**src/verilog/cgec_defs.svh**
```systemverilog
`ifndef CGEC_DEFS_SVH
`define CGEC_DEFS_SVH

// ----------------------------------------------------------------
// Register byte offsets
// ----------------------------------------------------------------
`define CGEC_OFF_EXT_CTRL   8'h00
`define CGEC_OFF_TRIM       8'h04
`define CGEC_OFF_CTRL_ONE   8'h08
`define CGEC_OFF_STATUS     8'h0c

// ----------------------------------------------------------------
// Field positions
// ----------------------------------------------------------------
`define CGEC_BUS_CLOCK_DIVIDER_HI        7
`define CGEC_BUS_CLOCK_DIVIDER_LO        6
`define CGEC_RANGE_BIT      5
`define CGEC_GAIN_BIT       4
`define CGEC_LP_BIT         3
`define CGEC_SRC_BIT        2
`define CGEC_EN_BIT         1
`define CGEC_KEEP_BIT       0
`define CGEC_SYSTEM_CLOCK_SELECT_HI        7
`define CGEC_SYSTEM_CLOCK_SELECT_LO        6
`define CGEC_REFINT_BIT     2
`define CGEC_FINE_BIT       0
`define CGEC_INITDONE_BIT   1

// ----------------------------------------------------------------
// Reset values and timing
// ----------------------------------------------------------------
`define CGEC_EXT_CTRL_RST   8'h40
`define CGEC_TRIM_RST       8'h80
`define CGEC_SYSTEM_CLOCK_SELECT_RST       2'h0
`define CGEC_REFINT_RST     1'h1
`define CGEC_FINE_RST       1'h0
`define CGEC_OSC_INIT_CYC   10'h200

`endif

```
**src/verilog/cgec_pkg.sv**
```systemverilog
package cgec_pkg;

  typedef struct packed {
    logic [7:0] ext_ctrl;
    logic [7:0] trim;
    logic [1:0] system_clock_select;
    logic       ref_int;
    logic       fine;
    logic [9:0] osc_cnt;
    logic       osc_done;
    logic       pre_stop_ext;
    logic [2:0] div_cnt;
    logic       bus_en;
    logic [1:0] sys_sel;
    logic       loop_pd;
    logic       ext_ref_en;
    logic       aw_got;
    logic [7:0] aw_addr;
    logic       w_got;
    logic [7:0] w_data;
    logic       w_strb0;
    logic       awready;
    logic       wready;
    logic       bvalid;
    logic [1:0] bresp;
    logic       arready;
    logic       rvalid;
    logic [7:0] rdata;
    logic [1:0] rresp;
  } cgec_state_t;

endpackage

```
**src/verilog/cgec_top.sv**
```systemverilog
`timescale 1ns/1ps
`include "cgec_defs.svh"

module cgec_top (
  input  wire logic        aclk,
  input  wire logic        aresetn,
  input  wire logic [7:0]  s_axi_awaddr,
  input  wire logic        s_axi_awvalid,
  output      logic        s_axi_awready,
  input  wire logic [31:0] s_axi_wdata,
  input  wire logic [3:0]  s_axi_wstrb,
  input  wire logic        s_axi_wvalid,
  output      logic        s_axi_wready,
  output      logic [1:0]  s_axi_bresp,
  output      logic        s_axi_bvalid,
  input  wire logic        s_axi_bready,
  input  wire logic [7:0]  s_axi_araddr,
  input  wire logic        s_axi_arvalid,
  output      logic        s_axi_arready,
  output      logic [31:0] s_axi_rdata,
  output      logic [1:0]  s_axi_rresp,
  output      logic        s_axi_rvalid,
  input  wire logic        s_axi_rready,
  input  wire logic        stop_mode,
  output      logic        bus_clk_en,
  output      logic [1:0]  sys_clk_select,
  output      logic        ext_ref_high_range,
  output      logic        oscillator_high_gain,
  output      logic        loop_power_down,
  output      logic        osc_request,
  output      logic        ext_ref_clock_out_en,
  output      logic [8:0]  int_ref_trim,
  output      logic        oscillator_init_done
);

  // ----------------------------------------------------------------
  // State
  // ----------------------------------------------------------------
  cgec_pkg::cgec_state_t st_ff;
  cgec_pkg::cgec_state_t nxt_st;

  logic [1:0]  eff_system_clock_select;
  logic        ext_mode;
  logic        osc_active;
  logic [2:0]  div_load;
  logic [7:0]  rd_byte;
  logic        rd_ok;
  logic [10:0] act_run_ff;
  logic [10:0] nxt_act_run;

  // ----------------------------------------------------------------
  // Mode decode
  // ----------------------------------------------------------------
  always_comb begin
    eff_system_clock_select   = (st_ff.system_clock_select == 2'h3) ? 2'h0 : st_ff.system_clock_select;
    ext_mode   = (eff_system_clock_select == 2'h2) || ((eff_system_clock_select == 2'h0) && !st_ff.ref_int);
    osc_active = st_ff.ext_ctrl[`CGEC_SRC_BIT] && (st_ff.ext_ctrl[`CGEC_EN_BIT] || ext_mode);
    case (st_ff.ext_ctrl[`CGEC_BUS_CLOCK_DIVIDER_HI:`CGEC_BUS_CLOCK_DIVIDER_LO])
      2'h0:    div_load = 3'h0;
      2'h1:    div_load = 3'h1;
      2'h2:    div_load = 3'h3;
      default: div_load = 3'h7;
    endcase
  end

  // ----------------------------------------------------------------
  // Read mux
  // ----------------------------------------------------------------
  always_comb begin
    rd_ok = 1'b1;
    case ({s_axi_araddr[7:2], 2'h0})
      `CGEC_OFF_EXT_CTRL: rd_byte = st_ff.ext_ctrl;
      `CGEC_OFF_TRIM:     rd_byte = st_ff.trim;
      `CGEC_OFF_CTRL_ONE: rd_byte = {st_ff.system_clock_select, 3'h0, st_ff.ref_int, 2'h0};
      `CGEC_OFF_STATUS:   rd_byte = {6'h0, st_ff.osc_done, st_ff.fine};
      default: begin
        rd_byte = 8'h00;
        rd_ok   = 1'b0;
      end
    endcase
  end

  // ----------------------------------------------------------------
  // Next state
  // ----------------------------------------------------------------
  always_comb begin
    nxt_st = st_ff;

    // Address and data are captured independently, in either order
    if (s_axi_awvalid && st_ff.awready) begin
      nxt_st.aw_got  = 1'b1;
      nxt_st.aw_addr = s_axi_awaddr;
    end
    if (s_axi_wvalid && st_ff.wready) begin
      nxt_st.w_got   = 1'b1;
      nxt_st.w_data  = s_axi_wdata[7:0];
      nxt_st.w_strb0 = s_axi_wstrb[0];
    end
    if (st_ff.bvalid && s_axi_bready) begin
      nxt_st.bvalid = 1'b0;
    end
    if (st_ff.aw_got && st_ff.w_got) begin
      nxt_st.aw_got = 1'b0;
      nxt_st.w_got  = 1'b0;
      nxt_st.bvalid = 1'b1;
      nxt_st.bresp  = 2'h0;
      case ({st_ff.aw_addr[7:2], 2'h0})
        `CGEC_OFF_EXT_CTRL: begin
          if (st_ff.w_strb0) begin
            nxt_st.ext_ctrl = st_ff.w_data;
          end
        end
        `CGEC_OFF_TRIM: begin
          if (st_ff.w_strb0) begin
            nxt_st.trim = st_ff.w_data;
          end
        end
        `CGEC_OFF_CTRL_ONE: begin
          if (st_ff.w_strb0) begin
            nxt_st.system_clock_select    = st_ff.w_data[`CGEC_SYSTEM_CLOCK_SELECT_HI:`CGEC_SYSTEM_CLOCK_SELECT_LO];
            nxt_st.ref_int = st_ff.w_data[`CGEC_REFINT_BIT];
          end
        end
        `CGEC_OFF_STATUS: begin
          if (st_ff.w_strb0) begin
            nxt_st.fine = st_ff.w_data[`CGEC_FINE_BIT];
          end
        end
        default: nxt_st.bresp = 2'h2;
      endcase
    end
    nxt_st.awready = !nxt_st.aw_got && !nxt_st.bvalid;
    nxt_st.wready  = !nxt_st.w_got && !nxt_st.bvalid;

    // Read data is sampled at the address handshake
    if (st_ff.rvalid && s_axi_rready) begin
      nxt_st.rvalid = 1'b0;
    end
    if (s_axi_arvalid && st_ff.arready) begin
      nxt_st.rvalid = 1'b1;
      nxt_st.rdata  = rd_byte;
      nxt_st.rresp  = rd_ok ? 2'h0 : 2'h2;
    end
    nxt_st.arready = !nxt_st.rvalid;

    // Bus clock enable: one pulse every 1, 2, 4 or 8 cycles
    nxt_st.bus_en  = (st_ff.div_cnt == 3'h0);
    nxt_st.div_cnt = (st_ff.div_cnt == 3'h0) ? div_load : st_ff.div_cnt - 3'h1;

    nxt_st.sys_sel = eff_system_clock_select;
    nxt_st.loop_pd = st_ff.ext_ctrl[`CGEC_LP_BIT] && (eff_system_clock_select != 2'h0);

    // Mode is frozen on stop entry so the keep decision sees the prior mode
    if (!stop_mode) begin
      nxt_st.pre_stop_ext = ext_mode;
    end
    if (stop_mode) begin
      nxt_st.ext_ref_en = st_ff.ext_ctrl[`CGEC_KEEP_BIT] &&
                          (st_ff.ext_ctrl[`CGEC_EN_BIT] || st_ff.pre_stop_ext);
    end else begin
      nxt_st.ext_ref_en = st_ff.ext_ctrl[`CGEC_EN_BIT];
    end

    // Oscillator start-up count; ready holds until its clear terms
    if (!st_ff.ext_ctrl[`CGEC_SRC_BIT] || (!ext_mode && !st_ff.ext_ctrl[`CGEC_EN_BIT])) begin
      nxt_st.osc_cnt  = 10'h000;
      nxt_st.osc_done = 1'b0;
    end else if (osc_active && !st_ff.osc_done) begin
      if (st_ff.osc_cnt == `CGEC_OSC_INIT_CYC - 10'h001) begin
        nxt_st.osc_done = 1'b1;
      end else begin
        nxt_st.osc_cnt = st_ff.osc_cnt + 10'h001;
      end
    end
  end

  always_ff @(posedge aclk) begin
    if (!aresetn) begin
      st_ff              <= '0;
      st_ff.ext_ctrl     <= `CGEC_EXT_CTRL_RST;
      st_ff.trim         <= `CGEC_TRIM_RST;
      st_ff.system_clock_select         <= `CGEC_SYSTEM_CLOCK_SELECT_RST;
      st_ff.ref_int      <= `CGEC_REFINT_RST;
      st_ff.fine         <= `CGEC_FINE_RST;
    end else begin
      st_ff <= nxt_st;
    end
  end

  // ----------------------------------------------------------------
  // Outputs
  // ----------------------------------------------------------------
  assign s_axi_awready        = st_ff.awready;
  assign s_axi_wready         = st_ff.wready;
  assign s_axi_bvalid         = st_ff.bvalid;
  assign s_axi_bresp          = st_ff.bresp;
  assign s_axi_arready        = st_ff.arready;
  assign s_axi_rvalid         = st_ff.rvalid;
  assign s_axi_rdata          = {24'h000000, st_ff.rdata};
  assign s_axi_rresp          = st_ff.rresp;
  assign bus_clk_en           = st_ff.bus_en;
  assign sys_clk_select       = st_ff.sys_sel;
  assign ext_ref_high_range   = st_ff.ext_ctrl[`CGEC_RANGE_BIT];
  assign oscillator_high_gain = st_ff.ext_ctrl[`CGEC_GAIN_BIT];
  assign loop_power_down      = st_ff.loop_pd;
  assign osc_request          = st_ff.ext_ctrl[`CGEC_SRC_BIT];
  assign ext_ref_clock_out_en = st_ff.ext_ref_en;
  // Fine bit sits below the main field, so the code stays binary weighted
  assign int_ref_trim         = {st_ff.trim, st_ff.fine};
  assign oscillator_init_done = st_ff.osc_done;

  // ----------------------------------------------------------------
  // Checks
  // ----------------------------------------------------------------
  // Helper: cycles the oscillator has been continuously in use
  always_comb begin
    nxt_act_run = act_run_ff;
    if (!osc_active) begin
      nxt_act_run = 11'h000;
    end else if (act_run_ff != 11'h7ff) begin
      nxt_act_run = act_run_ff + 11'h001;
    end
  end

  always_ff @(posedge aclk) begin
    if (!aresetn) begin
      act_run_ff <= 11'h000;
    end else begin
      act_run_ff <= nxt_act_run;
    end
  end

  property p_bus_clock_divider_reset;
    @(posedge aclk) disable iff (!aresetn)
      $rose(aresetn) |-> st_ff.ext_ctrl[`CGEC_BUS_CLOCK_DIVIDER_HI:`CGEC_BUS_CLOCK_DIVIDER_LO] == 2'h1;
  endproperty
  a_bus_clock_divider_reset: assert property (p_bus_clock_divider_reset) else $error("Bus divider not 01 after reset");

  property p_div_four;
    @(posedge aclk) disable iff (!aresetn)
      ($past(st_ff.ext_ctrl[7:6]) == 2'h2 && st_ff.ext_ctrl[7:6] == 2'h2 && bus_clk_en)
        ##1 (st_ff.ext_ctrl[7:6] == 2'h2 && !bus_clk_en) [*3] |=> bus_clk_en;
  endproperty
  a_div_four: assert property (p_div_four) else $error("Divide by four pulse spacing wrong");

  property p_div_eight_gap;
    @(posedge aclk) disable iff (!aresetn)
      ($past(st_ff.ext_ctrl[7:6]) == 2'h3 && st_ff.ext_ctrl[7:6] == 2'h3 && bus_clk_en)
        ##1 (st_ff.ext_ctrl[7:6] == 2'h3) [*6] |-> !bus_clk_en;
  endproperty
  a_div_eight_gap: assert property (p_div_eight_gap) else $error("Divide by eight pulsed early");

  property p_loop_down;
    @(posedge aclk) disable iff (!aresetn)
      (st_ff.ext_ctrl[`CGEC_LP_BIT] && st_ff.system_clock_select == 2'h1) |=> loop_power_down;
  endproperty
  a_loop_down: assert property (p_loop_down) else $error("Loop not powered down in bypass");

  property p_loop_run;
    @(posedge aclk) disable iff (!aresetn)
      (!st_ff.ext_ctrl[`CGEC_LP_BIT] || st_ff.system_clock_select == 2'h3) |=> !loop_power_down;
  endproperty
  a_loop_run: assert property (p_loop_run) else $error("Loop powered down wrongly");

  property p_reserved_sel;
    @(posedge aclk) disable iff (!aresetn)
      st_ff.system_clock_select == 2'h3 |=> sys_clk_select == 2'h0;
  endproperty
  a_reserved_sel: assert property (p_reserved_sel) else $error("Reserved select not treated as 00");

  property p_stop_gate;
    @(posedge aclk) disable iff (!aresetn)
      (stop_mode && !st_ff.ext_ctrl[`CGEC_KEEP_BIT]) |=> !ext_ref_clock_out_en;
  endproperty
  a_stop_gate: assert property (p_stop_gate) else $error("Reference not gated in stop");

  property p_run_enable;
    @(posedge aclk) disable iff (!aresetn)
      (!stop_mode && st_ff.ext_ctrl[`CGEC_EN_BIT]) |=> ext_ref_clock_out_en;
  endproperty
  a_run_enable: assert property (p_run_enable) else $error("Reference output not active");

  property p_osc_clear;
    @(posedge aclk) disable iff (!aresetn)
      !st_ff.ext_ctrl[`CGEC_SRC_BIT] |=> !oscillator_init_done;
  endproperty
  a_osc_clear: assert property (p_osc_clear) else $error("Oscillator ready without request");

  property p_osc_set;
    @(posedge aclk) disable iff (!aresetn)
      act_run_ff > 11'h200 |-> oscillator_init_done;
  endproperty
  a_osc_set: assert property (p_osc_set) else $error("Oscillator ready late");

  property p_osc_early;
    @(posedge aclk) disable iff (!aresetn)
      $rose(oscillator_init_done) |-> act_run_ff == 11'h200;
  endproperty
  a_osc_early: assert property (p_osc_early) else $error("Oscillator ready at wrong cycle");

  property p_bvalid_hold;
    @(posedge aclk) disable iff (!aresetn)
      (s_axi_bvalid && !s_axi_bready) |=> s_axi_bvalid && $stable(s_axi_bresp);
  endproperty
  a_bvalid_hold: assert property (p_bvalid_hold) else $error("Write response dropped");

  property p_readback;
    @(posedge aclk) disable iff (!aresetn)
      (s_axi_arvalid && s_axi_arready && s_axi_araddr[7:2] == 6'h01) |=>
        s_axi_rvalid && s_axi_rdata[7:0] == $past(st_ff.trim);
  endproperty
  a_readback: assert property (p_readback) else $error("Trim read mismatch");

  property p_div_one;
    @(posedge aclk) disable iff (!aresetn)
      ($past(st_ff.ext_ctrl[7:6]) == 2'h0 && bus_clk_en) |=> bus_clk_en;
  endproperty
  a_div_one: assert property (p_div_one) else $error("Divide by one missed a pulse");

  // Reset divide by two: pulse, gap, pulse
  property p_div_two;
    @(posedge aclk) disable iff (!aresetn)
      ($past(st_ff.ext_ctrl[7:6]) == 2'h1 && bus_clk_en) |=> !bus_clk_en ##1 bus_clk_en;
  endproperty
  a_div_two: assert property (p_div_two) else $error("Divide by two pulse spacing wrong");

  property p_stop_keep;
    @(posedge aclk) disable iff (!aresetn)
      (stop_mode && st_ff.ext_ctrl[`CGEC_KEEP_BIT] && st_ff.ext_ctrl[`CGEC_EN_BIT]) |=> ext_ref_clock_out_en;
  endproperty
  a_stop_keep: assert property (p_stop_keep) else $error("Reference not kept in stop");

  property p_run_disable;
    @(posedge aclk) disable iff (!aresetn)
      (!stop_mode && !st_ff.ext_ctrl[`CGEC_EN_BIT]) |=> !ext_ref_clock_out_en;
  endproperty
  a_run_disable: assert property (p_run_disable) else $error("Reference output active while disabled");

  // Ready is sticky while the oscillator stays in use
  property p_osc_hold;
    @(posedge aclk) disable iff (!aresetn)
      (oscillator_init_done && osc_active) |=> oscillator_init_done;
  endproperty
  a_osc_hold: assert property (p_osc_hold) else $error("Oscillator ready dropped while in use");

  property p_slverr;
    @(posedge aclk) disable iff (!aresetn)
      (st_ff.aw_got && st_ff.w_got && st_ff.aw_addr[7:4] != 4'h0) |=> s_axi_bvalid && s_axi_bresp == 2'h2;
  endproperty
  a_slverr: assert property (p_slverr) else $error("Unmapped write not refused");

endmodule

```
**config.mk**
```make
export PLATFORM = sky130hd
export DESIGN_NAME = cgec_top
export DESIGN_NICKNAME = d
export VERILOG_FILES = /design/src/verilog/cgec_pkg.sv /design/src/verilog/cgec_top.sv
export VERILOG_INCLUDE_DIRS = /design/src /design/src/verilog
export SDC_FILE = /design/constraint.sdc
export NUM_CORES = 1
export LEC_CHECK = 0
export ABC_AREA = 1
export BUFFER_PORTS_ARGS = -buffer_cell sky130_fd_sc_hd__buf_2
export CAP_MARGIN = 20
export CORE_MARGIN = 2
export CORE_UTILIZATION = 38
export CTS_BUF_LIST = sky130_fd_sc_hd__clkbuf_2 sky130_fd_sc_hd__clkbuf_4 sky130_fd_sc_hd__clkbuf_8
export CTS_CLUSTER_SIZE = 20
export DETAILED_ROUTE_END_ITERATION = 10
export PLACE_DENSITY = 0.72
export SETUP_SLACK_MARGIN = 0.02
export SLEW_MARGIN = 20
export SYNTH_ARGS = -nofsm -noshare
export SYNTH_HDL_FRONTEND = slang
export SYNTH_SLANG_ARGS = --single-unit
```
**constraint.sdc**
```tcl
create_clock -name aclk -period 2.2 [get_ports aclk]
set_clock_uncertainty 0.05 [all_clocks]
set_input_delay 0.44 -clock aclk [delete_from_list [all_inputs] [get_ports aclk]]
set_output_delay 0.44 -clock aclk [all_outputs]
set_load 0.02 [all_outputs]
```
Word level (Yosys, flattened, before mapping)
Cells that the tools add are included.

cells by class
  add/sub/neg operators = 2
  eq/ne operators = 11
  mux-type cells = 16
  bitwise gates (word level) = 2
  reductions and logical operators = 42

operator list
  operator                                                             number
  8-bit one-hot mux with 4 select lines                                1
  6-bit by 2-bit == test with 1-bit output (second input constant)     4
  1-bit logical AND                                                    14
  6-bit by 1-bit == test with 1-bit output (second input constant)     2
  6-bit logical NOT                                                    2
  3-bit AND reduction                                                  4
  11-bit 2-to-1 mux                                                    1
  10-bit by 1-bit adder with 10-bit output (second input constant)     1
  10-bit by 9-bit == test with 1-bit output (second input constant)    1
  10-bit 2-to-1 mux                                                    1
  1-bit logical NOT                                                    9
  9-bit 2-to-1 mux                                                     1
  3-bit one-hot mux with 3 select lines                                1
  4-bit OR reduction                                                   2
  2-bit == test (second input constant)                                3
  1-bit 2-to-1 mux                                                     6
  2-bit 2-to-1 mux                                                     3
  3-bit 2-to-1 mux                                                     2
  2-bit logical NOT                                                    2
  1-bit logical OR                                                     4
  2-bit AND reduction                                                  2
  3-bit logical NOT                                                    1
  3-bit by 1-bit subtractor with 3-bit output (second input constant)  1
  2-bit by 1-bit == test with 1-bit output (second input constant)     1
  other kinds (3)                                                      4

storage, ports and cells
  register bits = 76
  bits of input ports = 60
  output and inout bits = 59
  logic and storage cells = 99

Depth between registers and ports, before layout
Gate-level depths: netlist of the first run.

  word-level depth = 9
  gate-level depth with buffers = 9
  mapped depth without buffers = 9

Least setup slack after synthesis of the first run
No wires, ideal clock.

  path kind = register to register
  start point = reg st_ff[58] in the netlist's numbering
  end point = reg st_ff (netlist bit oscillator_init_done)
  library setup time = 72 ps
  arrival time = 1315 ps
  required time = 2078 ps
  slack = 763 ps
  stages on the path, launching flop included = 9
  buffers on the path = 0
  clock period less this slack = 1437 ps
  path through = dfxtp_1 > inv_1 > ha_1 > nand2_1 > nand3_1 > nand2_1 > nor2_1 > clkinv_1 > a21oi_1

on the way
  longest elaborated chain between the ends = 9
  elaborated cells between the ends (all ways) = 14
  classes of those cells = eq/ne: 2; mux: 1; reduce/logical: 11

ends and longest elaborated chain
  item                                                                 line                              RTL
  start: declaration                                                   cgec_top.sv:39                    cgec_pkg::cgec_state_t st_ff;
  start signal: assignment                                             cgec_top.sv:186                   st_ff <= nxt_st;
  2-bit == test                                                        cgec_top.sv:55                    eff_system_clock_select = (st_ff.system_clock_select == 2'h3) ? 2'h0 : st_ff.system_clock_select;
  2-bit 2-to-1 mux *                                                   cgec_top.sv:55
  2-bit logical NOT                                                    cgec_top.sv:56                    ext_mode = (eff_system_clock_select == 2'h2) || ((eff_system_clock_select == 2'h0) && !st_ff.ref_int);
  1-bit logical AND                                                    cgec_top.sv:56
  1-bit logical OR *                                                   cgec_top.sv:56
  1-bit logical OR or 1-bit logical NOT (tied branches)                cgec_top.sv:57, cgec_top.sv:165
  1-bit logical AND (on tied branches)                                 cgec_top.sv:57, cgec_top.sv:165
  1-bit logical AND or 1-bit logical OR (tied branches)                cgec_top.sv:168, cgec_top.sv:165
  2-bit AND reduction (no line) or 2-bit OR reduction (tied branches)  n/a

Every way passes the cells marked *; elsewhere a longest branch is shown, timed or not.
A chain may end at the register's enable or synchronous reset.

Worst setup path after layout of the first run
  start point = reg st_ff[58] in the netlist's numbering
  end point = reg st_ff[49] in the netlist's numbering

Same word-level chain as after synthesis.

==> flow_metrics.env, run 1 <==
export IMPL_die_w_um=99.0
export IMPL_drt_iter0_markers=128
export IMPL_yosysWarnings=0
export IMPL_hold_depth=3
export IMPL_hp_start="s_axi_awaddr[5]"
export IMPL_hold_end="st_ff[32]"
export IMPL_critical_path_max_stage_delay_ns=0.39
export IMPL_grt_pass1_vias=2703
export IMPL_hold_ws_ns=0.273
export IMPL_cp_slowest_cell="dfxtp_1"
export IMPL_crit_fanout=11
export IMPL_rsz0062_at_grt="no"
export IMPL_syn_inst=456
export IMPL_worst_pin_slew_ns=0.534
export IMPL_min_period_ns=1.80
export IMPL_r2r_end="st_ff[49]"
export IMPL_async_flop_share=0
export IMPL_drc=0
export IMPL_area_growth_pct=9.42
export IMPL_antenna_found_initial=0
export IMPL_rr_worst_depth=8
export IMPL_place_area_um2=3550
export IMPL_reg2reg_slack_ns=0.40
export IMPL_powerDensity_nw_per_um2=736
export IMPL_final_cell_mix="nand2_1, dfxtp_1, buf_2"
export IMPL_gp_congestion=0.837
export IMPL_crit_path_start_kind="register"
export IMPL_drt_pass1_iter_count=4
export IMPL_utilization=0.430
export IMPL_pre_cts_ws_ns=0.427
export IMPL_cp_required_ns=2.44
export IMPL_dp_cells=592
export IMPL_final_area_um2=3750
export IMPL_setup_slack_ns=0.403
export IMPL_antenna_left=0
export IMPL_worstHoldPathType="in -> reg"
export IMPL_nets=560
export IMPL_drv_slew=0
export IMPL_outcome="complete, no violations"
export IMPL_stdcell_count=608
export IMPL_ctsResizeCount=0
export IMPL_slew_headroom=0.642
export IMPL_cp_end_kind="register"
export IMPL_ioPinCount=119
export IMPL_leakagePower_nw=1.69
export IMPL_clockRootBuffer="clkbuf_8"
export IMPL_grt_max_degree=38
export IMPL_via_per_inst=4.72
export IMPL_core_area_um2=8720
export IMPL_fmax_ghz=0.557
export IMPL_std_cell_rows=34
export IMPL_floorplan_initialDensity=0.393
export IMPL_clkSinkCount=72
export IMPL_p_total_mw=2.76
export IMPL_synth_flop_cell="dfxtp_1"
export IMPL_setup_violations=0
export IMPL_max_cap_viol_count=0
export IMPL_grt_use_total=0.152
export IMPL_critPathKind="reg -> reg"
export IMPL_crit_buf_inv=1
export IMPL_r2r_start="st_ff[58]"
export IMPL_drive_gt1_frac=0.200
export IMPL_grt_ovfl_total=0
export IMPL_syn_area_um2=3430
export IMPL_path_delay_family="simple AND/OR/NAND/NOR gates"
export IMPL_path_clk_slew_ns=0.09
export IMPL_cts_buffer_depth=2
export IMPL_numCtsBuffers=9
export IMPL_yosysSeqAreaShare=0.421
export IMPL_synth_edf_count=0
export IMPL_antennaDiodeCount=0
export IMPL_cts_htree_levels=3
export IMPL_grt_pass1_wl_um=12100
export IMPL_path_cells="inv_1 > ha_1 > nand2_1 > nand3_1 > nand3_1 > nor2_2 > nand2_1 > a21oi_1"
export IMPL_cts_hold_buf=0
export IMPL_post_cts_setup_buffers=0
export IMPL_postRouteWirelength_um=7090
export IMPL_insertion_delay_ns=0.36
export IMPL_via_count=2869
export IMPL_cts_tree="built"
export IMPL_fp_dieH_um=99.0
export IMPL_avgSynthCellArea_um2=7.51
export IMPL_synth_cell_types=28
export IMPL_final_common_cell="nand2_1"
export IMPL_final_hold_viol_count=0
export IMPL_critical_path_arrival_ns=2.04
export IMPL_finalCritPeriodShare=0.817
export IMPL_vdd_drop_max_mv=0.306
export IMPL_yosys_register_bits=72
export IMPL_setup_tns_ns=0
export IMPL_io_buffers=61
export IMPL_avgRoutedWirePerCell_um=11.7
export IMPL_die_area_um2=9790
export IMPL_hpwlAfterDp_um=5260
[routing by layer]
layer  up-vias  wire length, um  track usage
li1       1493                -            -
met2        76             3420        0.249
met1      1284             3120        0.186
met4         0              163       0.0685
met5         -                0            0
met3        16              390       0.0418
[logic make-up after synthesis]
| group | after synthesis | share of synthesized area |
|---|---|---|
| fa+ha+maj | 5 | 0.0183 |
| xor+xnor | 6 | 0.0153 |
| buf+inv | 99 | 0.168 |
| compound gates | 78 | 0.116 |
| other cells | 1 | 0.00109 |
| flops | 72 | 0.421 |
| simple gates | 195 | 0.260 |
[state kept, by name (all words and copies together) (netlist names), 2 cells and up]
register,flops
int_ref_trim,9
st_ff,39
sys_clk_select,2
s_axi_rdata,8
[power by group]
part,switching [mW],internal (mW),leakage [nW],total (mW)
logic,0.230,0.109,1.00,0.339
registers,0.0350,1.36,0.585,1.40
clock network,0.575,0.444,0.0999,1.02
total,0.840,1.92,1.69,2.76
[worst register-to-register path, stage by stage (launching register included)]
cell and delay [ns]:
dfxtp_1 0.39, inv_1 0.08, ha_1 0.30, nand2_1 0.07, nand3_1 0.09, nand3_1 0.09
nor2_2 0.39, nand2_1 0.12, a21oi_1 0.16
[cell type report]
| class | instances | area (um2) |
|---|---|---|
| repair buffers | 65 | 335 |
| clock inverters | 7 | 71.3 |
| flip-flops and latches | 72 | 1440 |
| multi-input cells | 310 | 1500 |
| clock buffers | 9 | 124 |
| inverters | 37 | 139 |
| well taps | 108 | 135 |
| fillers | 895 | 4970 |
[how the worst max path moves through the flow]
stage              start              endpoint  slack (ns)  cells after the start
6_report       st_ff[58]             st_ff[49]        0.40                      8
3_3_place_gp   st_ff[58]             st_ff[46]        0.48                      9
5_1_grt        st_ff[58]             st_ff[47]        0.16                      8
2_1_floorplan  st_ff[58]  oscillator_init_done        0.76                      8
4_1_cts        st_ff[58]             st_ff[49]        0.41                      8
3_5_place_dp   st_ff[58]             st_ff[49]        0.43                      8
[Yosys cell counts, types with 5 or more instances]
cell	number	area, um2
buf_4	47	353
ha_1	5	62.6
o21ai_0	36	180
clkbuf_1	7	26.3
dfxtp_1	72	1440
a21oi_1	38	190
nand2_2	6	37.5
nor2_2	6	37.5
nand2_1	77	289
xor2_1	6	52.6
nand3_1	21	105
nand4_1	19	119
nor2_1	55	206
inv_1	35	131
(Power assumes the default switching activity.)
==> run 2, diff against run 1 <==
- ABC_AREA: 1 -> 0
- PLACE_DENSITY: 0.72 -> 0.75
- clock period: 2.2 -> 1.6 ns (I/O delays scaled with it)
==> flow_metrics.env, run 2 <==
export IMPL_grt_use_total=0.151
export IMPL_fmax_ghz=0.590
export IMPL_leakagePower_nw=1.63
export IMPL_cts_buffer_depth=2
export IMPL_setup_slack_ns=-0.0936
export IMPL_syn_inst=383
export IMPL_drt_iter0_markers=99
export IMPL_crit_path_start_kind="register"
export IMPL_avgRoutedWirePerCell_um=13.0
export IMPL_clkSinkCount=72
export IMPL_yosys_register_bits=72
export IMPL_rsz0062_at_grt="yes"
export IMPL_synth_common_cells="dfxtp_1, nand2_1, buf_4"
export IMPL_grt_pass1_vias=2492
export IMPL_gp_congestion=0.808
export IMPL_outcome="finished with violations"
export IMPL_drive_gt1_frac=0.297
export IMPL_cts_htree_levels=3
export IMPL_yosysMostFrequentCell="dfxtp_1"
export IMPL_cp_end_kind="register"
export IMPL_postRouteWirelength_um=7270
export IMPL_largest_reg_flops=39
export IMPL_grt_pass1_wl_um=11600
export IMPL_nets=515
export IMPL_floorplan_initialDensity=0.397
export IMPL_antenna_found_initial=0
export IMPL_final_common_cell="dfxtp_1"
export IMPL_numCtsBuffers=9
export IMPL_std_cell_rows=33
export IMPL_antenna_left=0
export IMPL_clockRootBuffer="clkbuf_8"
export IMPL_insertion_delay_ns=0.34
export IMPL_area_growth_pct=19.8
export IMPL_drc=0
export IMPL_p_total_mw=3.74
export IMPL_critical_path_arrival_ns=1.93
export IMPL_min_period_ns=1.69
export IMPL_worstHoldPathType="in -> reg"
export IMPL_via_count=2779
export IMPL_synth_flop_cell="dfxtp_1"
export IMPL_drv_slew=0
export IMPL_yosysTopAreaCell="dfxtp_1"
export IMPL_syn_area_um2=3290
export IMPL_max_cap_viol_count=0
export IMPL_avgSynthCellArea_um2=8.60
export IMPL_synth_top_area_share=0.438
export IMPL_final_cell_mix="dfxtp_1, buf_2, nand2_1"
export IMPL_cts_tree="built"
export IMPL_core_area_um2=8300
export IMPL_grt_max_degree=22
export IMPL_synthTopCellsByArea="dfxtp_1, buf_4, nand2_1"
export IMPL_synth_cell_types=44
export IMPL_violations="negative setup slack"
export IMPL_regMostFlops="st_ff"
export IMPL_via_per_inst=4.96
export IMPL_powerDensity_nw_per_um2=948
export IMPL_yosysSeqAreaShare=0.438
export IMPL_startpoint="st_ff[58]"
export IMPL_final_hold_viol_count=0
export IMPL_hpwlAfterDp_um=5300
export IMPL_critPathKind="reg -> reg"
export IMPL_hp_start="s_axi_wdata[4]"
export IMPL_io_buffers=61
export IMPL_path_clk_slew_ns=0.08
export IMPL_synth_edf_count=0
export IMPL_die_w_um=97.1
export IMPL_cp_required_ns=1.84
export IMPL_finalCritPeriodShare=1.06
export IMPL_grt_ovfl_total=0
export IMPL_drt_pass1_iter_count=4
export IMPL_crit_fanout=4
export IMPL_antennaDiodeCount=0
export IMPL_setup_violations=6
export IMPL_yosysWarnings=0
export IMPL_async_flop_share=0
export IMPL_utilization=0.475
export IMPL_ioPinCount=119
export IMPL_die_area_um2=9420
export IMPL_vdd_drop_max_mv=0.498
export IMPL_r2r_start="st_ff[58]"
export IMPL_fp_dieH_um=97.1
==> run 2: routing by layer <==
metal	GRT usage	wire (um)	part of all wire
met3	0.0424	522	0.072
met2	0.226	3110	0.43
met5	0	0	0
met4	0.0683	139	0.019
met1	0.204	3500	0.48
==> run 2: worst max-delay path, cell delays in order (launching register included) <==
cell and delay, ns:
dfxtp_2 0.34, inv_2 0.04, ha_4 0.27, nand2b_4 0.07
a211o_1 0.30, or4_1 0.51, nand2_1 0.06
==> run 2: final timing paths <==
path	depth (start not counted)	slack [ns]	end
worst min-delay path	3	0.16	st_ff[22]
worst max register to register	6	-0.09	st_ff[55]
worst min register to register	1	0.40	st_ff[41]
worst max-delay path	6	-0.09	st_ff[55]
==> run 2: logic make-up (layout without fill, tap and decap cells) <==
logic type | count (synthesis) | after routing | share of synthesized area
multiplexers | 14 | 14 | 0.0433
buffers and inverters | 71 | 118 | 0.138
other | 1 | 26 | 0.00114
flip-flops | 72 | 72 | 0.438
adder cells (fa/ha/maj) | 5 | 5 | 0.0190
AND/OR/NAND/NOR | 138 | 138 | 0.212
AO/OA/AOI/OAI | 82 | 82 | 0.149
==> run 2: area by class of cell <==
class | count | area, um2
Timing Repair Buffer | 94 | 557
Fill cell | 790 | 4360
Clock inverter | 4 | 51.3
Multi-Input combinational cell | 265 | 1560
Sequential cell | 72 | 1450
Tap cell | 105 | 131
Inverter | 8 | 30.0
Clock buffer | 12 | 159
==> run 2: metrics by stage <==
stage               hold slack (ns)  instances  instance area (um2)  setup TNS (ns)  worst slack (ns)
floorplan                     0.365        408                 3410          -0.278            -0.101
global placement              0.380        538                 3620          -0.207           -0.0903
detailed placement            0.390        538                 3620          -0.455           -0.0937
CTS                           0.144        555                 3840          -0.197           -0.0817
global route                  0.148        560                 3940          -0.819            -0.166
finish                        0.156        560                 3940          -0.292           -0.0936
==> run 2: repair_timing <==
item                                    4_1_cts  5_1_grt
resized for setup                             3       18
pin swaps                                     1        4
buffers inserted                              1        5
hold buffers                                  0        0
hold endpoints to repair                      0        0
endpoints found under the setup margin        8       19
==> run 2: report_power, final <==
part / switching, mW / internal (mW) / leakage (nW)
registers: 0.0416 / 1.85 / 0.587
logic: 0.223 / 0.133 / 0.936
clock network: 0.666 / 0.826 / 0.106
==> run 3, diff against run 2 <==
- CORE_MARGIN: 2 -> 5
==> flow_metrics.env, run 3 (synthesized netlist as in run 2, its figures left out) <==
export IMPL_drt_iter0_markers=130
export IMPL_worstHoldPathType="in -> reg"
export IMPL_setup_slack_ns=-0.0912
export IMPL_vdd_drop_max_mv=0.596
export IMPL_fp_dieH_um=103
export IMPL_grt_max_degree=32
export IMPL_drive_gt1_frac=0.276
export IMPL_via_count=2790
export IMPL_hold_end="st_ff[18]"
export IMPL_pre_cts_ws_ns=-0.107
export IMPL_floorplan_initialDensity=0.383
export IMPL_setup_violations=4
export IMPL_cp_end_kind="register"
export IMPL_r2r_end="st_ff[55]"
export IMPL_final_common_cell="dfxtp_1"
export IMPL_max_cap_viol_count=0
export IMPL_grt_pass1_wl_um=11800
export IMPL_cp_slowest_cell="or4_1"
export IMPL_hold_depth=3
export IMPL_reg2reg_slack_ns=-0.09
export IMPL_fmax_ghz=0.591
export IMPL_numCtsBuffers=9
export IMPL_grt_ovfl_total=0
export IMPL_r2r_start="st_ff[58]"
export IMPL_area_growth_pct=18.8
export IMPL_startpoint="st_ff[58]"
export IMPL_crit_fanout=3
export IMPL_utilization=0.455
export IMPL_critical_path_arrival_ns=1.94
export IMPL_place_area_um2=3610
export IMPL_final_area_um2=3910
export IMPL_critical_path_max_stage_delay_ns=0.51
export IMPL_avgRoutedWirePerCell_um=13.3
export IMPL_antenna_left=0
export IMPL_antenna_found_initial=0
export IMPL_dp_cells=539
export IMPL_rsz0062_at_grt="yes"
export IMPL_path_clk_slew_ns=0.07
export IMPL_grt_pass1_vias=2603
export IMPL_largest_reg_flops=39
export IMPL_die_area_um2=10600
export IMPL_cts_tree="built"
export IMPL_rr_worst_depth=6
export IMPL_via_per_inst=4.97
export IMPL_min_period_ns=1.69
export IMPL_finalCritPeriodShare=1.06
export IMPL_powerDensity_nw_per_um2=993
export IMPL_final_hold_viol_count=0
export IMPL_antennaDiodeCount=0
export IMPL_stdcell_count=561
export IMPL_cts_htree_levels=3
export IMPL_drv_slew=0
export IMPL_regArea_um2=1450
export IMPL_p_total_mw=3.88
export IMPL_critPathKind="reg -> reg"
export IMPL_insertion_delay_ns=0.35
export IMPL_hp_start="s_axi_wdata[0]"
export IMPL_multiInputGateArea_um2=1530
export IMPL_drc=0
export IMPL_clockRootBuffer="clkbuf_8"
export IMPL_crit_buf_inv=1
export IMPL_final_cell_mix="dfxtp_1, buf_2, nand2_1"
export IMPL_ioPinCount=119
export IMPL_leakagePower_nw=1.63
export IMPL_cts_hold_buf=0
export IMPL_violations="negative setup slack"
export IMPL_path_cells="inv_2 > ha_4 > nand2b_4 > a211o_1 > or4_1 > nand2_1"
export IMPL_die_w_um=103
export IMPL_gp_congestion=0.870
export IMPL_hpwlAfterDp_um=5480
export IMPL_path_delay_family="simple AND/OR/NAND/NOR gates"
export IMPL_nets=513
export IMPL_regMostFlops="st_ff"
export IMPL_crit_path_start_kind="register"
export IMPL_io_buffers=61
export IMPL_cts_buffer_depth=2
export IMPL_fillCellCount=831
export IMPL_outcome="finished with violations"
export IMPL_grt_use_total=0.141
export IMPL_cp_required_ns=1.85
export IMPL_postRouteWirelength_um=7480
export IMPL_drt_pass1_iter_count=4
export IMPL_core_area_um2=8590
export IMPL_clkSinkCount=72
export IMPL_std_cell_rows=34
==> run 3: worst max-delay path by stage <==
stage,cells after the start,end,slack (ns)
finish,6,st_ff[55],-0.09
global placement,6,st_ff[55],-0.06
CTS,6,st_ff[55],-0.09
global route,6,st_ff[53],-0.13
floorplan,7,st_ff[48],-0.10
detailed placement,6,st_ff[48],-0.11
==> run 3: per-layer routing <==
layer,up-vias,GRT usage,wire length [um]
li1,1399,-,-
met1,1306,0.166,3130
met2,75,0.245,3860
met3,10,0.0365,395
met4,0,0.0548,91
met5,-,0,0
==> run 3: area by class of cell <==
type                    instances  area share
well taps                     108      0.0346
clock inverters                 5      0.0202
repair buffers                 92       0.138
multi-input cells             265       0.391
flip-flops and latches         72       0.370
clock buffers                  11      0.0387
inverters                       8     0.00768
==> run 3: worst reg2reg max path, delay by kind of cell (launching register included) <==
family | cells | cell delay (ns)
and+or+nand+nor | 3 | 0.64
AOI/OAI and AO/OA | 1 | 0.30
adders and majority gates | 1 | 0.27
DFF | 1 | 0.34
buffers and inverters | 1 | 0.04
==> run 3: repair_timing <==
action	4_1_cts	5_1_grt
pin swaps	2	4
endpoints found under the setup margin	8	15
buffers inserted	1	4
gates resized for setup	5	6
gates cloned	0	1
==> run 3: stage by stage <==
| stage | hold WS, ns | TNS [ns] |
|---|---|---|
| floorplan | 0.365 | -0.278 |
| global placement | 0.380 | -0.132 |
| detailed placement | 0.381 | -0.404 |
| CTS | 0.144 | -0.199 |
| global route | 0.139 | -0.561 |
| finish | 0.150 | -0.213 |
==> run 3: where the power goes <==
part | total (mW) | internal, mW | switching [mW] | leakage [nW]
registers | 1.89 | 1.85 | 0.0400 | 0.586
logic | 0.349 | 0.123 | 0.226 | 0.924
clock network | 1.64 | 0.960 | 0.683 | 0.119
total | 3.88 | 2.93 | 0.949 | 1.63
